===== src/fod_pkg.sv =====
// Purpose: shared constants for the field output mode and fault block
// Assumes: 32-bit APB, one word per register
// Notes: fault bits double as interrupt event bits
package fod_pkg;
    localparam int NUM_OUT = 16;
    localparam int GRP_SIZE = 8;
    localparam int NUM_GRP = 2;
    localparam int NUM_FLT = 5;
    localparam logic [7:0] ADDR_SRC_MASK = 8'h00;
    localparam logic [7:0] ADDR_SNK_MASK = 8'h04;
    localparam logic [7:0] ADDR_OUT_DATA = 8'h08;
    localparam logic [7:0] ADDR_FAULT = 8'h0C;
    localparam logic [7:0] ADDR_SHORT_DIS = 8'h10;
    localparam logic [7:0] ADDR_DRV_STAT = 8'h14;
    localparam logic [7:0] ADDR_INT_STAT = 8'h18;
    localparam logic [7:0] ADDR_INT_MASK = 8'h1C;
    localparam int FLT_HOST = 0;
    localparam int FLT_SHORT = 1;
    localparam int FLT_TEMP = 2;
    localparam int FLT_LOWV = 3;
    localparam int FLT_RANGE = 4;
    localparam logic [4:0] FAULT_RST = 5'h01;
    localparam logic [15:0] MASK16_RST = 16'h0000;
    localparam logic [4:0] INT_MASK_RST = 5'h00;
    localparam int DRV_STAT_CHIP = 16;
    localparam int DRV_STAT_BANK = 18;
    localparam int DRV_STAT_RUN = 20;
    typedef enum logic [1:0] {
        FOD_WAIT_SUPPLY = 2'b01,
        FOD_RUN = 2'b10
    } fod_state_t;
endpackage


===== src/fod_drive.sv =====
// Purpose: per-output high/low switch selection from mode masks
// Assumes: purely combinational, registered by the caller
// Notes: both masks zero leaves the output floating
`timescale 1ns/1ps
`default_nettype none
module fod_drive
    import fod_pkg::*;
(
    input wire logic [15:0] src_mask_in,
    input wire logic [15:0] snk_mask_in,
    input wire logic [15:0] data_in,
    input wire logic [15:0] enable_in,
    output logic [15:0] hs_on_out,
    output logic [15:0] ls_on_out
);
    genvar n;
    generate
        for (n = 0; n < NUM_OUT; n = n + 1)
        begin : g_out
            wire logic src_only;
            wire logic snk_only;
            wire logic push_pull;
            assign src_only = src_mask_in[n] & ~snk_mask_in[n];
            assign snk_only = snk_mask_in[n] & ~src_mask_in[n];
            assign push_pull = src_mask_in[n] & snk_mask_in[n];
            // a disabled output opens both switches whatever the mode
            assign hs_on_out[n] = enable_in[n] & data_in[n]
                & (src_only | push_pull);
            assign ls_on_out[n] = enable_in[n]
                & ((snk_only & data_in[n])
                | (push_pull & ~data_in[n]));
        end
    endgenerate
endmodule
`default_nettype wire


===== src/fod_ctrl.sv =====
// Purpose: field output mode control and protection fault handling
// Assumes: driver flags and supply monitors are synchronous to ref_clk_in
// Notes: APB slave answers with no wait state; reads of INT_STAT clear it
//
// Function
// - two 16-bit masks, source and sink, bit n controls output n
// - source one and sink zero gives sourcing drive
// - sink one and source zero gives sinking drive
// - both mask bits one gives push-pull drive, high and low
// - short circuit disables that single output and raises a fault
// - chip over-temperature disables all its outputs and raises a fault
// - outputs 0-7 form one driver group, outputs 8-15 the other
// - outputs 0-7 on supply bank A, outputs 8-15 on bank B
// - missing bank supply blocks normal operation and flags low voltage
// - field supply too high or too low raises a fault
// - output writes ignored while any fault is set; host clears it
// - fault flag is set out of reset, outputs inhibited until cleared
//
// Our own choices: the register offsets and the APB slave port.
`timescale 1ns/1ps
`default_nettype none
module fod_ctrl
    import fod_pkg::*;
(
    input wire logic ref_clk_in,
    input wire logic sys_rst_in,
    input wire logic psel_in,
    input wire logic penable_in,
    input wire logic pwrite_in,
    input wire logic [7:0] paddr_in,
    input wire logic [31:0] pwdata_in,
    output logic [31:0] prdata_out,
    output logic pready_out,
    output logic pslverr_out,
    input wire logic [15:0] short_in,
    input wire logic [1:0] overtemp_in,
    input wire logic bank_a_field_supply_in,
    input wire logic bank_b_field_supply_in,
    input wire logic [1:0] supply_high_in,
    input wire logic [1:0] supply_low_in,
    output logic [15:0] hs_on_out,
    output logic [15:0] ls_on_out,
    output logic fault_out,
    output logic irq_out
);
    logic [15:0] src_mask;
    logic [15:0] snk_mask;
    logic [15:0] out_data;
    logic [4:0] fault;
    logic [15:0] short_dis;
    logic [1:0] chip_dis;
    logic [4:0] int_stat;
    logic [4:0] int_mask;
    fod_state_t state;
    fod_state_t next_state;

    // bus decode
    wire logic setup_ph;
    wire logic access_ph;
    wire logic wr_en;
    wire logic rd_en;
    wire logic sel_src;
    wire logic sel_snk;
    wire logic sel_out;
    wire logic sel_flt;
    wire logic sel_sdis;
    wire logic sel_dstat;
    wire logic sel_istat;
    wire logic sel_imask;
    wire logic sel_any;
    assign setup_ph = psel_in & ~penable_in;
    assign access_ph = psel_in & penable_in & pready_out;
    assign wr_en = access_ph & pwrite_in;
    assign rd_en = access_ph & ~pwrite_in;
    assign sel_src = paddr_in == ADDR_SRC_MASK;
    assign sel_snk = paddr_in == ADDR_SNK_MASK;
    assign sel_out = paddr_in == ADDR_OUT_DATA;
    assign sel_flt = paddr_in == ADDR_FAULT;
    assign sel_sdis = paddr_in == ADDR_SHORT_DIS;
    assign sel_dstat = paddr_in == ADDR_DRV_STAT;
    assign sel_istat = paddr_in == ADDR_INT_STAT;
    assign sel_imask = paddr_in == ADDR_INT_MASK;
    assign sel_any = sel_src | sel_snk | sel_out | sel_flt | sel_sdis
        | sel_dstat | sel_istat | sel_imask;

    // supplies and protection
    wire logic banks_ok;
    wire logic any_fault;
    wire logic range_bad;
    wire logic [15:0] short_hit;
    wire logic [1:0] temp_hit;
    wire logic [4:0] fault_set;
    wire logic [4:0] fault_clr;
    wire logic [4:0] next_fault;
    wire logic [15:0] next_short_dis;
    wire logic [1:0] next_chip_dis;
    wire logic [15:0] grp_dis;
    wire logic [15:0] out_enable;
    wire logic [15:0] drv_hs;
    wire logic [15:0] drv_ls;
    wire logic [4:0] next_int_stat;
    wire logic [31:0] drv_stat_word;
    wire logic [31:0] rd_word;
    wire logic running;

    assign banks_ok = bank_a_field_supply_in & bank_b_field_supply_in;
    assign range_bad = |supply_high_in | |supply_low_in;
    assign running = state == FOD_RUN;
    assign any_fault = |fault;
    assign short_hit = short_in & ~short_dis;
    assign temp_hit = overtemp_in;

    assign fault_set[FLT_HOST] = 1'b0;
    assign fault_set[FLT_SHORT] = |short_hit;
    assign fault_set[FLT_TEMP] = |temp_hit;
    assign fault_set[FLT_LOWV] = ~banks_ok;
    assign fault_set[FLT_RANGE] = range_bad;
    // write one to clear; a fresh event in the same cycle keeps the bit
    assign fault_clr = (wr_en & sel_flt) ? pwdata_in[4:0] : 5'h00;
    assign next_fault = fault_set | (fault & ~fault_clr);

    assign next_short_dis = short_hit | short_dis
        & ~((wr_en & sel_sdis) ? pwdata_in[15:0] : 16'h0000);
    // chip latch is released with the temperature fault bit
    assign next_chip_dis = temp_hit | chip_dis
        & ~{2{fault_clr[FLT_TEMP]}};

    genvar g;
    generate
        for (g = 0; g < NUM_OUT; g = g + 1)
        begin : g_grp
            // group index equals supply bank index
            assign grp_dis[g] = chip_dis[g / GRP_SIZE];
        end
    endgenerate

    assign out_enable = {NUM_OUT{running & ~any_fault}}
        & ~short_dis & ~grp_dis;

    fod_drive u_drive (
        .src_mask_in(src_mask),
        .snk_mask_in(snk_mask),
        .data_in(out_data),
        .enable_in(out_enable),
        .hs_on_out(drv_hs),
        .ls_on_out(drv_ls)
    );

    // rising fault bits are the interrupt events; read clears, set wins
    assign next_int_stat = (next_fault & ~fault)
        | (int_stat & ~((rd_en & sel_istat) ? 5'h1F : 5'h00));

    assign drv_stat_word = {11'h000, running,
        bank_b_field_supply_in, bank_a_field_supply_in,
        chip_dis, out_enable};
    assign rd_word = sel_src ? {16'h0000, src_mask}
        : sel_snk ? {16'h0000, snk_mask}
        : sel_out ? {16'h0000, out_data}
        : sel_flt ? {27'h0000000, fault}
        : sel_sdis ? {16'h0000, short_dis}
        : sel_dstat ? drv_stat_word
        : sel_istat ? {27'h0000000, int_stat}
        : sel_imask ? {27'h0000000, int_mask}
        : 32'h00000000;

    // supply gate for normal operation
    always_comb
    begin
        case (state)
            FOD_WAIT_SUPPLY: next_state = banks_ok ? FOD_RUN
                : FOD_WAIT_SUPPLY;
            FOD_RUN: next_state = banks_ok ? FOD_RUN
                : FOD_WAIT_SUPPLY;
            default: next_state = FOD_WAIT_SUPPLY;
        endcase
    end

    always_ff @(posedge ref_clk_in or posedge sys_rst_in)
    begin
        if (sys_rst_in)
        begin
            state <= FOD_WAIT_SUPPLY;
            fault <= FAULT_RST;
            short_dis <= 16'h0000;
            chip_dis <= 2'h0;
            int_stat <= 5'h00;
        end
        else
        begin
            state <= next_state;
            fault <= next_fault;
            short_dis <= next_short_dis;
            chip_dis <= next_chip_dis;
            int_stat <= next_int_stat;
        end
    end

    always_ff @(posedge ref_clk_in or posedge sys_rst_in)
    begin
        if (sys_rst_in)
        begin
            src_mask <= MASK16_RST;
            snk_mask <= MASK16_RST;
            out_data <= 16'h0000;
            int_mask <= INT_MASK_RST;
        end
        else
        begin
            if (wr_en & sel_src)
                src_mask <= pwdata_in[15:0];
            if (wr_en & sel_snk)
                snk_mask <= pwdata_in[15:0];
            if (wr_en & sel_out & ~any_fault)
                out_data <= pwdata_in[15:0];
            if (wr_en & sel_imask)
                int_mask <= pwdata_in[4:0];
        end
    end

    // answer in the first access cycle; unmapped addresses give pslverr
    always_ff @(posedge ref_clk_in or posedge sys_rst_in)
    begin
        if (sys_rst_in)
        begin
            pready_out <= 1'b0;
            pslverr_out <= 1'b0;
            prdata_out <= 32'h00000000;
        end
        else
        begin
            pready_out <= setup_ph;
            pslverr_out <= setup_ph & ~sel_any;
            prdata_out <= (setup_ph & ~pwrite_in) ? rd_word : 32'h00000000;
        end
    end

    // switch pins lag the registers by one cycle so they come from flops; fault_out and irq_out track fault and int_stat, irq_out sees int_mask one cycle late
    always_ff @(posedge ref_clk_in or posedge sys_rst_in)
    begin
        if (sys_rst_in)
        begin
            hs_on_out <= 16'h0000;
            ls_on_out <= 16'h0000;
            fault_out <= 1'b1;
            irq_out <= 1'b0;
        end
        else
        begin
            hs_on_out <= drv_hs;
            ls_on_out <= drv_ls;
            fault_out <= |next_fault;
            irq_out <= |(next_int_stat & int_mask);
        end
    end
endmodule
`default_nettype wire


===== config.mk =====
export PLATFORM = sky130hd
export DESIGN_NAME = fod_ctrl
export DESIGN_NICKNAME = d
export VERILOG_FILES = /design/src/fod_pkg.sv /design/src/fod_drive.sv /design/src/fod_ctrl.sv
export SDC_FILE = /design/constraint.sdc
export NUM_CORES = 1
export LEC_CHECK = 0
export ABC_AREA = 1
export BUFFER_PORTS_ARGS = -buffer_cell sky130_fd_sc_hd__buf_2
export CAP_MARGIN = 20
export CELL_PAD_IN_SITES_DETAIL_PLACEMENT = 0
export CELL_PAD_IN_SITES_GLOBAL_PLACEMENT = 1
export CORE_ASPECT_RATIO = 1.75
export CORE_MARGIN = 4
export CORE_UTILIZATION = 40
export CTS_BUF_LIST = sky130_fd_sc_hd__clkbuf_8 sky130_fd_sc_hd__clkbuf_16
export DETAILED_ROUTE_END_ITERATION = 12
export PLACE_DENSITY_LB_ADDON = 0.08
export SLEW_MARGIN = 10
export SYNTH_ARGS = -nofsm -noshare
export SYNTH_HDL_FRONTEND = slang
export SYNTH_SLANG_ARGS = --single-unit

===== constraint.sdc =====
create_clock -name ref_clk_in -period 6.1 [get_ports ref_clk_in]
set_clock_uncertainty 0.1 [all_clocks]
set_input_delay 1.83 -clock ref_clk_in [delete_from_list [all_inputs] [get_ports ref_clk_in]]
set_output_delay 1.83 -clock ref_clk_in [all_outputs]
set_load 0.005 [all_outputs]

==> reports/results.ini <==
[floorplanning]
die_area_um2=18100
rows=60
start_util_pct=41.0
core-area_um2=15500
ios=137
dieHeight_um=175
die_width_um=103

[global_route]
grt_start_max_net_pins=107
grt_pass1_vias=5634
antenna_found_initial=0
busiest_layer=met2
track_usage_pct=21.1
overflow=0
globalRouteMet2Util_pct=39.0
grt_pass1_wl_mm=28.7
grt_use_met1_pct=22.4
grtUsageMet3_pct=4.31

[layout]
final_nets=939
layout_common_cells=201 x nand2_1, 137 x dfrtp_1, 109 x buf_2
fin_area_um2=7590
mostFrequentLayoutCell=nand2_1
antenna_cells=0
nFillCells=1589
area_delta_synth_final_pct=19.2
layout-drive-gt1-share_pct=20.1
stdcell_count=1068

[yosys]
synth_xor_area_share_pct=0
synthAdderAreaFrac_pct=0.197
synth_area_per_cell_um2=8.37
synthCells=761
synthMuxAreaShare_pct=0
synth_top_family_by_area=simple AND/OR/NAND/NOR gates
synth-simple-area-share_pct=25.2
synth_cell_types=31
ys_warn_count=0
synth_compound_area_share_pct=10.9
netlist_area_um2=6370
yosysSeqAreaShare_pct=55.1
ys_ff_latch=140

[cts]
numCtsBuffers=17
clkTransAtPathRegs_ns=0.06
cts_tree=built
cts.htree.levels=4
cts.hold.buffers_added=0
root_buffer=clkbuf_16
cts_setup_buffers=0
cts_resized=0
clockBufferDepth=2
cts_sinks=140
clock_latency_ns=0.42

[outcome]
run_status=finished, final reports clean

[setup_path]
worstPathArrival_ns=3.75
crit_required_ns=6.31
cp_max_fo=32
worstSetupPathType=input pin to register
start_kind=input pin
end_kind=register

[placement]
io_buffers=109
hpwl_mm=12.7
pre_cts_ws_ns=2.05
placed_cell_area_um2=6990
dp_cells=1036
gp_congestion=0.867

[power]
power_density_nw_per_um2=277
vdd_ir_drop_max_v=0.000133
leakage_uw=0.00398

[sta]
finalHoldViolations=0
rsz0062_at_grt=no
slew_headroom_pct=34.0
period_minus_slack_ns=3.53
tightest_slew_ns=0.990
min_period_over_period_pct=57.9
setup_slack_ns=2.57
fmax_mhz=283
setup_viol=0
maxSlewViolCount=0
finalSetupTns_ns=0

[route]
drc_errors=0
wl_per_cell_um=17.1
num_vias=5406
ant_nets=0
dr.first_iter.drc_count=214
avgViaCountPerCell=5.06
first_pass_iters=5
routed_wl_mm=18.3

[worst_hold_path]
min-delay-path-class=register to register

[job]
max-cap-violations=0

-- routing by layer --
metal | vias up | routed length [µm]
met1 | 2585 | 6660
met4 | 0 | 673
met5 | - | 0
met3 | 40 | 809
met2 | 151 | 10100
li1 | 2630 | -
-- cell type report --
| type | instances | area [µm²] | share of cell area [%] |
|---|---|---|---|
| repair buffers | 110 | 553 | 7.29 |
| inverters | 91 | 348 | 4.58 |
| well taps | 186 | 233 | 3.07 |
| flip-flops and latches | 140 | 3510 | 46.2 |
| clock buffers | 18 | 439 | 5.79 |
| clock inverters | 14 | 161 | 2.13 |
| multi-input cells | 509 | 2350 | 30.9 |
-- Yosys cell counts (all sizes together) --
cell type | number | area share [%]
a21oi | 26 | 2.0
buf | 30 | 3.2
clkbuf | 1 | 0.059
clkinv | 1 | 0.079
conb | 1 | 0.059
dfrtp | 137 | 54
dfstp | 3 | 1.2
ha | 1 | 0.20
inv | 90 | 5.3
nand2 | 210 | 13
nand3 | 39 | 3.4
nand3b | 1 | 0.12
nand4 | 5 | 0.49
nor2 | 96 | 6.8
nor3 | 15 | 1.2
nor3b | 2 | 0.24
nor4 | 1 | 0.098
o2111ai | 11 | 1.5
o21ai | 85 | 6.7
o21bai | 2 | 0.24
o22ai | 4 | 0.39
-- worst max-delay path: stages --
cell,delay (ns)
buf_2,0.11
nor2_2,0.20
nand2_2,0.13
nor2_4,0.51
nand2_2,0.60
o21ai_0,0.36
-- sequential cells by signal (all words and copies together) (netlist names) --
| signal | count |
|---|---|
| short_dis | 16 |
| out_data | 16 |
| pready_out | 1 |
| fault_out | 1 |
| int_stat | 5 |
| irq_out | 1 |
| int_mask | 5 |
| src_mask | 16 |
| ls_on_out | 16 |
| hs_on_out | 16 |
| state | 2 |
| snk_mask | 16 |
| prdata_out | 21 |
| pslverr_out | 1 |
| chip_dis | 2 |
| fault | 5 |
-- path summary, 6_finish.rpt --
| path | start | end | slack (ns) | cells after the start |
|---|---|---|---|---|
| setup / recovery | paddr_in[1] | src_mask[11] | 2.57 | 6 |
| hold / removal | short_dis[10] | short_dis[10] | 0.39 | 2 |
| setup reg to reg | fault[3] | out_data[6] | 4.07 | 5 |
| hold reg to reg | short_dis[10] | short_dis[10] | 0.39 | 2 |
| max in group asynchronous | sys_rst_in | prdata_out[16] | 3.32 | 3 |
| min in group asynchronous | sys_rst_in | prdata_out[8] | 1.48 | 2 |
-- through the flow --
| stage | hold slack (ns) | total power (µW) | util (%) |
|---|---|---|---|
| detailed placement | 0.373 | 1080 | 45.0 |
| floorplan | 0.349 | 1030 | - |
| global route | 0.419 | 2180 | 48.8 |
| finish | 0.387 | 2110 | 48.8 |
| CTS | 0.388 | 2130 | 48.8 |
| global placement | 0.365 | 1070 | 45.0 |
-- report_power, final --
group | leakage (µW) | total (µW) | switching [µW] | internal, µW
sequential | 0.00183 | 950 | 7.83 | 942
combinational | 0.00186 | 106 | 75.7 | 30.1
clock | 0.000295 | 1050 | 428 | 622
-- kinds of logic after synthesis --
logic type / Yosys count
other: 1
and+or+nand+nor: 369
AOI/OAI and AO/OA: 128
buffers and inverters: 122
DFF: 140
adders and majority gates: 1
(Power assumes the default switching activity.)
